<file path="config.mk">
export PLATFORM = sky130hd
export DESIGN_NAME = asp_top
export DESIGN_NICKNAME = d
export VERILOG_FILES = /design/src/verilog/asp_pkg.sv /design/src/verilog/asp_fifo.sv /design/src/verilog/asp_top.sv
export VERILOG_INCLUDE_DIRS = /design/src /design/src/verilog
export SDC_FILE = /design/constraint.sdc
export NUM_CORES = 1
export LEC_CHECK = 0
export ABC_AREA = 1
export BUFFER_PORTS_ARGS = -buffer_cell sky130_fd_sc_hd__clkbuf_2
export CAP_MARGIN = 30
export CORE_ASPECT_RATIO = 0.9
export CORE_MARGIN = 3
export CORE_UTILIZATION = 55
export CTS_CLUSTER_DIAMETER = 200
export DETAILED_ROUTE_END_ITERATION = 16
export PLACE_DENSITY = 0.75
export SLEW_MARGIN = 5
export SYNTH_ARGS = -nofsm -noshare
export SYNTH_HDL_FRONTEND = slang
export SYNTH_SLANG_ARGS = --single-unit
export TNS_END_PERCENT = 20
</file>
<file path="constraint.sdc">
create_clock -name mclk -period 3.2 [get_ports mclk]
set_input_delay 0.8 -clock mclk [delete_from_list [all_inputs] [get_ports mclk]]
set_output_delay 0.8 -clock mclk [all_outputs]
set_load 0.05 [all_outputs]
</file>
<file path="src/verilog/asp_cfg.svh">
// Purpose: Constants for the serial port with boot loader
// Assumes: 8-bit register port, 125 MHz mclk
// Notes:   Offsets are register indices on the local port
`ifndef ASP_CFG_SVH
`define ASP_CFG_SVH
`define ASP_REG_FMT        2'h0
`define ASP_REG_TXC        2'h1
`define ASP_REG_RXC        2'h2
`define ASP_REG_DAT        2'h3
`define ASP_FMT_LOOP       7
`define ASP_FMT_RATE_HI    6
`define ASP_FMT_RATE_LO    5
`define ASP_FMT_CSEL       4
`define ASP_FMT_EVEN       3
`define ASP_FMT_PAR        2
`define ASP_FMT_LEN_HI     1
`define ASP_FMT_LEN_LO     0
`define ASP_TX_EMPTY       0
`define ASP_TX_LEVEL       1
`define ASP_TX_FORCE       2
`define ASP_TX_SPACE       3
`define ASP_TX_STOP2       4
`define ASP_TX_IRQ         5
`define ASP_TX_EN          7
`define ASP_RX_READY       0
`define ASP_RX_OVR         1
`define ASP_RX_PARF        2
`define ASP_RX_FRMF        3
`define ASP_RX_ERR         4
`define ASP_RX_IRQ         5
`define ASP_RX_EN          7
`define ASP_FMT_RESET      8'h00
`define ASP_FMT_BOOT       8'h27
`define ASP_TXC_RESET      8'h00
`define ASP_RXC_RESET      8'h00
`define ASP_RXC_BOOT       8'h80
`define ASP_BOOT_COUNT     9'h100
`define ASP_BOOT_ADDR      24'h00_0000
`define ASP_FIFO_DEPTH     16
`define ASP_FIFO_AW        4
`endif

</file>
<file path="src/verilog/asp_pkg.sv">
// Purpose: Types for the serial port with boot loader
// Assumes: Constants live in asp_cfg.svh
// Notes:   States only
`default_nettype none
package asp_pkg;
   typedef enum logic [1:0] {
      TX_IDLE  = 2'b00,
      TX_SHIFT = 2'b01
   } asp_tx_t;
   typedef enum logic [1:0] {
      RX_IDLE  = 2'b00,
      RX_START = 2'b01,
      RX_BITS  = 2'b10,
      RX_GAP   = 2'b11
   } asp_rx_t;
endpackage
`default_nettype wire

</file>
<file path="src/verilog/asp_fifo.sv">
// Purpose: Receive character FIFO, flip-flop storage
// Assumes: Single clock, enable freezes all state
// Notes:   in_ready is low when full, out_valid low when empty
`timescale 1ns/1ps
`default_nettype none
module asp_fifo #(
   parameter int W = 11,
   parameter int D = 16,
   parameter int A = 4
) (
   input  wire logic         mclk,
   input  wire logic         rstn,
   input  wire logic         ce,
   input  wire logic         in_valid,
   output logic              in_ready,
   input  wire logic [W-1:0] in_data,
   output logic              out_valid,
   input  wire logic         out_ready,
   output logic [W-1:0]      out_data,
   output logic [A:0]        level
);
   logic [W-1:0] mem_q [D];
   logic [A-1:0] wr_q;
   logic [A-1:0] rd_q;
   logic [A:0]   cnt_q;
   logic         push;
   logic         pop;

   assign in_ready  = (cnt_q != D[A:0]);
   assign out_valid = (cnt_q != '0);
   assign out_data  = mem_q[rd_q];
   assign level     = cnt_q;
   assign push      = in_valid && in_ready;
   assign pop       = out_valid && out_ready;

   always_ff @(posedge mclk) begin
      if (ce && push) begin
         mem_q[wr_q] <= in_data;
      end
   end

   always_ff @(posedge mclk or negedge rstn) begin
      if (!rstn) begin
         wr_q  <= '0;
         rd_q  <= '0;
         cnt_q <= '0;
      end else if (ce) begin
         if (push) begin
            wr_q <= wr_q + 1'b1;
         end
         if (pop) begin
            rd_q <= rd_q + 1'b1;
         end
         if (push && !pop) begin
            cnt_q <= cnt_q + 1'b1;
         end else if (pop && !push) begin
            cnt_q <= cnt_q - 1'b1;
         end
      end
   end
endmodule
`default_nettype wire

</file>
<file path="src/verilog/asp_top.sv">
// Purpose: Asynchronous serial port with reset-time boot loader
// Assumes: Register port is a local 2-bit index, 8-bit data, one-cycle strobes
// Notes:   Bit clock edges arrive as one-cycle pulses sampled on mclk
// Function
// - Loopback routes transmit data to receiver, external pin ignored.
// - Rate field divides bit clock by 1, 16, 32 or 64.
// - Clock select picks timer output pulse (1) or timer input (0).
// - Parity appended and checked, even when sense 1, kept below 8 bits.
// - Length field selects 5 to 8 data bits.
// - Transmit empty flag set after reset, cleared by load, read-only.
// - Force fill sends a constant level for a character time per load.
// - Hold spacing drives output low at once; clearing returns marking.
// - Transmitter sends one or two stops; receiver checks one.
// - Transmit interrupt requested while buffer empty and enabled.
// - Transmit disabled keeps marking; character in flight completes.
// - Fault summary is OR of parity, overrun and framing flags.
// - Missing stop sets framing flag and adds half bit before searching.
// - Parity fault latched until software clears it.
// - Overrun flags newest character; latched after read until cleared.
// - Character ready follows buffered data, cleared by reading data.
// - Receive interrupt on error or character available when enabled.
// - Receive enable starts reception after format is programmed.
// - Wait plus line 6 at reset release halts and sets boot format.
// - Boot moves 256 bytes to incrementing memory from address zero.
// - Receive error during boot drives transmit output low.
// - Start low must persist half a bit; data sampled mid-bit.
// - Idle output high; characters framed with start, parity, stops.
// - After 256 boot bytes the processor leaves halt, fetch at 0.
`timescale 1ns/1ps
`default_nettype none
`include "asp_cfg.svh"
module asp_top (
   input  wire logic        mclk,
   input  wire logic        rstn,
   input  wire logic        ce,
   input  wire logic        boot_wait,
   input  wire logic        boot_line6,
   input  wire logic        tmr_in_tick,
   input  wire logic        tmr_out_tick,
   input  wire logic [1:0]  reg_idx,
   input  wire logic        reg_wr,
   input  wire logic        reg_rd,
   input  wire logic [7:0]  reg_wdata,
   output logic [7:0]       reg_rdata,
   input  wire logic        rx_pin,
   output logic             tx_pin,
   output logic             tx_irq,
   output logic             rx_irq,
   output logic             cpu_halt,
   output logic             mem_wr,
   output logic [23:0]      mem_addr,
   output logic [7:0]       mem_wdata
);
   // ****************************************************
   // Registers
   // ****************************************************
   logic [7:0]  fmt_q;
   logic [7:0]  txc_q;
   logic [7:0]  rxc_q;
   logic        tx_empty_q;
   logic [7:0]  txbuf_q;
   logic        txbuf_force_q;
   logic        boot_q;
   logic        boot_seen_q;
   logic [8:0]  boot_cnt_q;
   logic        boot_fail_q;
   logic        par_lat_q;
   logic        ovr_lat_q;
   logic [7:0]  rdata_q;

   function automatic logic [3:0] data_bits(input logic [1:0] len);
      data_bits = 4'd5 + {2'b00, len};
   endfunction

   logic [1:0] len;
   logic       par_en;
   logic       even;
   assign len    = fmt_q[`ASP_FMT_LEN_HI:`ASP_FMT_LEN_LO];
   assign par_en = fmt_q[`ASP_FMT_PAR];
   assign even   = fmt_q[`ASP_FMT_EVEN];

   // ****************************************************
   // Bit clock and divider
   // ****************************************************
   logic       tick;
   logic [5:0] div_q;
   logic       bit_en;
   logic       half_en;
   logic [5:0] div_max;
   assign tick = fmt_q[`ASP_FMT_CSEL] ? tmr_out_tick : tmr_in_tick;
   always_comb begin
      unique case (fmt_q[`ASP_FMT_RATE_HI:`ASP_FMT_RATE_LO])
         2'b00: div_max = 6'd0;
         2'b01: div_max = 6'd15;
         2'b10: div_max = 6'd31;
         2'b11: div_max = 6'd63;
      endcase
   end
   // Free-running prescale; the receiver aligns its own phase counter below
   always_ff @(posedge mclk or negedge rstn) begin
      if (!rstn) begin
         div_q <= '0;
      end else if (ce && tick) begin
         div_q <= (div_q >= div_max) ? 6'd0 : div_q + 6'd1;
      end
   end
   assign bit_en  = tick && (div_q >= div_max);
   assign half_en = tick;

   // ****************************************************
   // Register port
   // ****************************************************
   logic       fifo_ov;
   logic       rx_avail;
   logic [10:0] fifo_out;
   logic       frm_cur;
   logic       par_cur;
   logic       ovr_cur;
   logic       err_any;
   assign frm_cur = rx_avail && fifo_out[8];
   assign par_cur = rx_avail && fifo_out[9];
   assign ovr_cur = rx_avail && fifo_out[10];
   assign err_any = par_lat_q || par_cur || ovr_lat_q || frm_cur || ovr_cur;

   always_ff @(posedge mclk or negedge rstn) begin
      if (!rstn) begin
         boot_seen_q <= 1'b0;
         boot_q      <= 1'b0;
         fmt_q       <= `ASP_FMT_RESET;
         txc_q       <= `ASP_TXC_RESET;
         rxc_q       <= `ASP_RXC_RESET;
      end else if (ce) begin
         boot_seen_q <= 1'b1;
         if (!boot_seen_q && boot_wait && boot_line6) begin
            boot_q <= 1'b1;
            fmt_q  <= `ASP_FMT_BOOT;
            rxc_q  <= `ASP_RXC_BOOT;
         end else if (boot_q && boot_cnt_q == `ASP_BOOT_COUNT) begin
            boot_q <= 1'b0;
         end
         if (reg_wr && !boot_q) begin
            unique case (reg_idx)
               `ASP_REG_FMT: fmt_q <= reg_wdata;
               `ASP_REG_TXC: txc_q <= {reg_wdata[7:1], 1'b0};
               `ASP_REG_RXC: rxc_q <= {reg_wdata[7:5], 5'b0};
               `ASP_REG_DAT: ;
            endcase
         end
      end
   end

   always_comb begin
      unique case (reg_idx)
         `ASP_REG_FMT: reg_rdata = fmt_q;
         `ASP_REG_TXC: reg_rdata = {txc_q[7:1], tx_empty_q};
         `ASP_REG_RXC: reg_rdata = {rxc_q[7:5], err_any, frm_cur,
                                    par_lat_q || par_cur, ovr_lat_q || ovr_cur, rx_avail};
         `ASP_REG_DAT: reg_rdata = rdata_q;
      endcase
   end

   // ****************************************************
   // Transmitter
   // ****************************************************
   asp_pkg::asp_tx_t tx_st_q;
   logic [11:0] tx_sh_q;
   logic [3:0]  tx_left_q;
   logic        tx_line_q;
   logic        tx_par;
   logic [7:0]  tx_mask;
   logic        tx_load;
   assign tx_load = reg_wr && reg_idx == `ASP_REG_DAT && !boot_q;
   assign tx_mask = txbuf_q & (8'hFF >> (3'd3 - {1'b0, len}));
   assign tx_par  = (^tx_mask) ^ ~even;

   always_ff @(posedge mclk or negedge rstn) begin
      if (!rstn) begin
         tx_empty_q    <= 1'b1;
         txbuf_q       <= '0;
         txbuf_force_q <= 1'b0;
         tx_st_q       <= asp_pkg::TX_IDLE;
         tx_sh_q       <= '1;
         tx_left_q     <= '0;
         tx_line_q     <= 1'b1;
      end else if (ce) begin
         if (tx_load) begin
            txbuf_q       <= reg_wdata;
            txbuf_force_q <= txc_q[`ASP_TX_FORCE];
            tx_empty_q    <= 1'b0;
         end
         unique case (tx_st_q)
            asp_pkg::TX_IDLE: begin
               tx_line_q <= 1'b1;
               if (!tx_empty_q && txc_q[`ASP_TX_EN] && bit_en) begin
                  tx_empty_q <= !tx_load;
                  tx_st_q    <= asp_pkg::TX_SHIFT;
                  tx_left_q  <= data_bits(len) + {3'b0, par_en} + {3'b0, txc_q[`ASP_TX_STOP2]} + 4'd1;
                  if (txbuf_force_q) begin
                     tx_line_q <= txc_q[`ASP_TX_LEVEL];
                     tx_sh_q   <= {12{txc_q[`ASP_TX_LEVEL]}};
                  end else begin
                     tx_line_q <= 1'b0;
                     tx_sh_q   <= ({4'hF, tx_mask} & ~(12'h001 << data_bits(len)))
                                  | ({11'b0, par_en ? tx_par : 1'b1} << data_bits(len))
                                  | (12'hFFF << (data_bits(len) + 4'd1));
                  end
               end
            end
            asp_pkg::TX_SHIFT: begin
               if (bit_en) begin
                  tx_line_q <= tx_sh_q[0];
                  tx_sh_q   <= {1'b1, tx_sh_q[11:1]};
                  tx_left_q <= tx_left_q - 4'd1;
                  if (tx_left_q == 4'd1) begin
                     tx_st_q <= asp_pkg::TX_IDLE;
                  end
               end
            end
            default: tx_st_q <= asp_pkg::TX_IDLE;
         endcase
      end
   end
   assign tx_pin = !(txc_q[`ASP_TX_SPACE] || boot_fail_q) && tx_line_q;
   assign tx_irq = txc_q[`ASP_TX_IRQ] && tx_empty_q;

   // ****************************************************
   // Receiver
   // ****************************************************
   asp_pkg::asp_rx_t rx_st_q;
   logic        rx_in;
   logic [6:0]  ph_q;
   logic [6:0]  half_max;
   logic [3:0]  rx_n_q;
   logic [9:0]  rx_sh_q;
   logic        rx_push;
   logic [10:0] rx_word;
   logic        fifo_ready;
   logic        fifo_pop;
   logic [4:0]  fifo_lvl;
   logic [3:0]  rx_total;
   logic        rx_par_bad;
   logic [7:0]  rx_char;
   logic        stop_ok;

   assign rx_in    = fmt_q[`ASP_FMT_LOOP] ? tx_pin : rx_pin;
   assign half_max = (div_max == 6'd0) ? 7'd0 : {2'b0, div_max[5:1]};
   assign rx_total = data_bits(len) + {3'b0, par_en};
   assign stop_ok  = rx_in;
   always_comb begin
      rx_char = rx_sh_q[8:1] | (8'hFF << rx_total);
      if (len == 2'b11) begin
         rx_char = rx_sh_q[8:1];
      end
   end
   assign rx_par_bad = par_en && ((^(rx_sh_q[9:1] & ~(9'h1FF << rx_total))) != ~even);

   always_ff @(posedge mclk or negedge rstn) begin
      if (!rstn) begin
         rx_st_q <= asp_pkg::RX_IDLE;
         ph_q    <= '0;
         rx_n_q  <= '0;
         rx_sh_q <= '0;
      end else if (ce) begin
         unique case (rx_st_q)
            asp_pkg::RX_IDLE: begin
               ph_q <= '0;
               if (rxc_q[`ASP_RX_EN] && !rx_in) begin
                  rx_st_q <= asp_pkg::RX_START;
               end
            end
            asp_pkg::RX_START: begin
               if (half_en) begin
                  ph_q <= ph_q + 7'd1;
                  if (ph_q >= half_max) begin
                     ph_q    <= '0;
                     rx_n_q  <= '0;
                     rx_sh_q <= '0;
                     rx_st_q <= rx_in ? asp_pkg::RX_IDLE : asp_pkg::RX_BITS;
                  end
               end
            end
            asp_pkg::RX_BITS: begin
               if (half_en) begin
                  ph_q <= ph_q + 7'd1;
                  if (ph_q >= {1'b0, div_max}) begin
                     ph_q    <= '0;
                     rx_n_q  <= rx_n_q + 4'd1;
                     if (rx_n_q == rx_total) begin
                        rx_st_q <= stop_ok ? asp_pkg::RX_IDLE : asp_pkg::RX_GAP;
                     end else begin
                        rx_sh_q <= (rx_sh_q >> 1) | ({9'b0, rx_in} << rx_total);
                     end
                  end
               end
            end
            asp_pkg::RX_GAP: begin
               if (half_en) begin
                  ph_q <= ph_q + 7'd1;
                  if (ph_q >= half_max) begin
                     rx_st_q <= asp_pkg::RX_IDLE;
                  end
               end
            end
         endcase
      end
   end
   assign rx_push = ce && rx_st_q == asp_pkg::RX_BITS && half_en
                    && ph_q >= {1'b0, div_max} && rx_n_q == rx_total;
   // Overrun marks the newest character once two are already waiting
   assign fifo_ov = fifo_lvl >= 5'd2;
   assign rx_word = {fifo_ov, rx_par_bad, !stop_ok, rx_char};

   asp_fifo #(.W(11), .D(`ASP_FIFO_DEPTH), .A(`ASP_FIFO_AW)) u_fifo (
      .mclk      (mclk),
      .rstn      (rstn),
      .ce        (ce),
      .in_valid  (rx_push),
      .in_ready  (fifo_ready),
      .in_data   (rx_word),
      .out_valid (rx_avail),
      .out_ready (fifo_pop),
      .out_data  (fifo_out),
      .level     (fifo_lvl)
   );
   assign fifo_pop = boot_q ? rx_avail : (reg_rd && reg_idx == `ASP_REG_DAT);

   always_ff @(posedge mclk or negedge rstn) begin
      if (!rstn) begin
         par_lat_q <= 1'b0;
         ovr_lat_q <= 1'b0;
         rdata_q   <= '0;
      end else if (ce) begin
         if (reg_wr && reg_idx == `ASP_REG_RXC) begin
            par_lat_q <= 1'b0;
            ovr_lat_q <= 1'b0;
         end
         // Set wins over a clearing write in the same cycle
         if (fifo_pop && fifo_out[9]) begin
            par_lat_q <= 1'b1;
         end
         if ((fifo_pop && fifo_out[10]) || (rx_push && !fifo_ready)) begin
            ovr_lat_q <= 1'b1;
         end
         if (fifo_pop) begin
            rdata_q <= fifo_out[7:0];
         end
      end
   end
   assign rx_irq = rxc_q[`ASP_RX_IRQ] && (rx_avail || err_any);

   // ****************************************************
   // Boot loader transfer
   // ****************************************************
   always_ff @(posedge mclk or negedge rstn) begin
      if (!rstn) begin
         boot_cnt_q  <= '0;
         boot_fail_q <= 1'b0;
         mem_wr      <= 1'b0;
         mem_addr    <= `ASP_BOOT_ADDR;
         mem_wdata   <= '0;
      end else if (ce) begin
         mem_wr <= 1'b0;
         if (boot_q && rx_avail) begin
            mem_wr     <= 1'b1;
            mem_wdata  <= fifo_out[7:0];
            mem_addr   <= `ASP_BOOT_ADDR + {15'b0, boot_cnt_q};
            boot_cnt_q <= boot_cnt_q + 9'd1;
            if (|fifo_out[10:8]) begin
               boot_fail_q <= 1'b1;
            end
         end
      end
   end
   assign cpu_halt = boot_q;
endmodule
`default_nettype wire

</file>
==> reports/results.txt <==
result of the run: complete, but fails checks
violations in the final reports: setup timing
fraction of the core area covered by cells at the end of the flow: 66.2%
residual overflow from global routing: 0
number of enable flip-flop cells after synthesis: 176
Hold Path Class: in2async
global-route wire length before repair: 57.2 mm
Post-DRT Antenna Nets: 0
count of H-tree levels built during CTS: 1
Least-Margin Pin Slew: 927 ps
DIE WIDTH: 178 um
aggregate global-route resource usage: 25.6%
ys async rst share: 41.9%
mean area per synthesized cell: 9.80 um^2
final layout net count: 1646
net switching power: 2.40 mW
die span in y: 160 um
DRT Pass-1 Iters: 6
detail-routed net length per standard cell: 19.1 um
core region area: 0.0256 mm^2
RD Place Congestion: 0.954
CTS sink cnt: 303
maximum clock skew at final layout: 31.5 ps
share of the synthesized area in the top cell type: 36.3%
number of slew-limit violations in the final report: 0
share of the yosys chip area belonging to registers: 58.2%
fraction of final layout cells sized beyond drive strength 1: 18.3%
CTS Root Cell: clkbuf_16
number of distinct library cells after synthesis: 55
fmax: 309 MHz
total area of sequential cells: 0.00848 mm^2
final clock period utilization by the worst path: 101%
maximum number of pins on one net before global-route repair: 54
number of I/O pins: 65
dpl hpwl: 23.7 mm
post-synthesis instance area: 0.0146 mm^2
leading area contributor after synthesis: edfxtp_1
PD cells: 535 mW/mm^2
power share of the clock group: 39.2%
initial standard-cell utilization of the core: 56.9%
PortBufs: 49
FP Rows: 55
number of global-route vias before repair: 10500
kind of capture point of the worst setup path: primary output
count of endpoints failing hold in the final timing report: 0
number of inserted filler cells in the final layout: 1944
worst setup path category: reg2out
Diodes inserted: 0
Top FF cell, synth: edfxtp_1
CP arrival: 2440 ps
internal cell power: 6.68 mW
area grow syn2layout: 16.3%
fraction of power consumed by sequential logic: 48.8%
clock transition at the register clock pins on the worst setup and hold paths after CTS: 70 ps
final instance area: 0.0170 mm^2
number of buffers inserted during clock tree synthesis: 30
crit start category: register
multi-input gate area in the final layout: 0.00536 mm^2
min cycle time layout: 3240 ps
worst-case clock buffer depth: 3
flop2flop setup slack: 120 ps
post-route setup slack: -35.3 ps
cells on worst reg2reg path: 19
placement-stage cell area: 0.0155 mm^2
total number of vias: 11200
fraction of power consumed by combinational cells: 12.0%
# DRC: 0
number of violations reported at the end of detailed-routing iteration 0: 1233
leakage power: 7.51 nW
number of warnings issued by yosys: 0
Setup violations, final: 1
hold_buf cts: 0
latest clock arrival within the worst-skew pair: 590 ps
switching portion of total power: 26.4%
drt total wl: 37.2 mm
DIE AREA: 0.0285 mm^2
unrepaired setup endpoints after global routing: yes
MaxCap Viol Count: 0
cell types with the largest area share after synthesis: edfxtp_1 (36%), dfrtp_1 (19%), nand2_1 (8.2%)
launch instance of the worst register-to-register path: fmt_q[0]$_DFFE_PN0P_
Req. time, crit path: 2400 ps
CTS tree: built
worst slew margin relative to its limit: 38.2%
synthesized flop and latch total: 303
end of the worst register-to-register path: u_fifo.level[4]$_DFFE_PN0P_
maximum resistive drop on vdd: 0.000477 V
critical path fanouts, max: 8
initial antenna violation count: 1
synthesized netlist cell count: 1488
vias per cell: 5.74
-- critical path, stage by stage (launching register included) --
cell and delay (ps):
dfrtp_2 450, clkinv_4 120, clkbuf_16 190, nand2_1 60
nand3_1 90, nand3_1 110, nand3_2 90, nand2_4 130
a21oi_2 70, nand2_1 90, nand2_1 70, a21oi_2 220
buf_12 160
-- sequential cells by signal, indices dropped and copies added (netlist names), 9 cells and up --
name          count
mem_addr          9
tx_sh_q          12
u_fifo.mem_q    176
rx_sh_q           9
boot_cnt_q        9
-- power by group through the flow --
stage / registers [mW] / clock network, mW / logic, mW
3_3_place_gp: 4.50 / 0 / 1.01
4_1_cts: 4.42 / 3.59 / 1.07
6_report: 4.43 / 3.56 / 1.08
2_1_floorplan: 4.51 / 0 / 0.728
3_5_place_dp: 4.50 / 0 / 1.05
5_1_grt: 4.44 / 3.76 / 1.20
-- layout make-up --
type | count | area share, %
clock inverter | 15 | 0.819
timing repair buffer | 125 | 6.12
clock buffer | 41 | 5.16
tap | 342 | 2.52
inverter | 164 | 3.72
multi-input combinational | 962 | 31.6
sequential | 303 | 50.0
-- cells in the final DEF (no fill, tap or decap), drive strengths merged, types with 6 or more instances in the layout --
| master | n |
|---|---|
| xor2 | 32 |
| o211ai | 19 |
| nand4 | 24 |
| buf | 78 |
| o21ai | 163 |
| clkinv | 9 |
| a21oi | 33 |
| inv | 167 |
| o221ai | 24 |
| nor3 | 31 |
| dfstp | 14 |
| or2 | 6 |
| ha | 38 |
| o22ai | 21 |
| dfrtp | 113 |
| nor2 | 128 |
| nand3 | 71 |
| clkbuf | 85 |
| nand2 | 327 |
| edfxtp | 176 |
| conb | 15 |
-- what timing repair did --
| action | CTS | global route |
|---|---|---|
| endpoints found under the setup margin | 6 | 17 |
| gates resized for setup | 18 | 33 |
| setup buffers | 8 | 4 |
| pin swaps | 4 | 12 |
| hold endpoints to repair | 0 | 0 |
| gates cloned | 3 | 1 |
-- worst max path at each step --
stage                               startpoint  depth (start not counted)  slack, ps                            to
floorplan                 fmt_q[0]$_DFFE_PN0P_                         11        -80  u_fifo.mem_q[4][0]$_DFFE_PP_
global placement          fmt_q[0]$_DFFE_PN0P_                         19         20   u_fifo.level[4]$_DFFE_PN0P_
detailed placement        fmt_q[0]$_DFFE_PN0P_                         19       -130   u_fifo.level[4]$_DFFE_PN0P_
CTS                 u_fifo.rd_q[0]$_DFFE_PN0P_                         13        -20                  reg_rdata[4]
global route        u_fifo.rd_q[0]$_DFFE_PN0P_                         12       -130                  reg_rdata[4]
finish              u_fifo.rd_q[0]$_DFFE_PN0P_                         12        -40                  reg_rdata[4]
-- cells by family (layout without fill, tap and decap cells) --
group	count (synthesis)	in the layout	synth area share (%)
buffers and inverters	237	345	7.11
xor gates and xnor gates	37	37	2.22
muxes	1	1	0.0687
DFF	303	303	58.2
adders and majority gates	40	40	3.54
and+or+nand+nor	597	597	17.7
AOI/OAI and AO/OA	272	272	11.2
other	1	15	0.0257
-- layer usage --
layer | vias to the layer above | part of all wire, % | global-route usage, %
li1 | 5216 | - | -
met1 | 5342 | 42 | 37.4
met2 | 553 | 45 | 38.5
met3 | 88 | 9.5 | 4.70
met4 | 2 | 3.4 | 9.17
met5 | - | 0.040 | 0
-- synthesized netlist by cell type (7+ instances only) --
cell type / number
nand3_1: 70
nand2_2: 7
nand4_1: 22
nor2_1: 122
o22ai_1: 21
o211ai_1: 18
o21ai_1: 26
a21oi_1: 30
buf_4: 22
nor3_1: 30
o21ai_2: 8
inv_2: 13
inv_1: 150
nand2_1: 319
buf_2: 19
o221ai_1: 24
clkbuf_1: 27
dfstp_2: 14
edfxtp_1: 176
o21ai_0: 128
dfrtp_1: 113
xor2_1: 32
ha_1: 38
-- stage by stage --
step / std cells / hold WS (ps) / setup slack [ps] / total power, mW / TNS (ps)
after floorplan: 1502 / 415 / -78.3 / 5.24 / -7810
after global placement: 1879 / 428 / 15.3 / 5.51 / 0
after detailed placement: 1880 / 432 / -130 / 5.55 / -130
after CTS: 1947 / 286 / -19.9 / 9.08 / -34.6
after global routing: 1952 / 328 / -134 / 9.39 / -368
final: 1952 / 274 / -35.3 / 9.07 / -35.3
No activity file was read; power rests on OpenSTA's default activity.
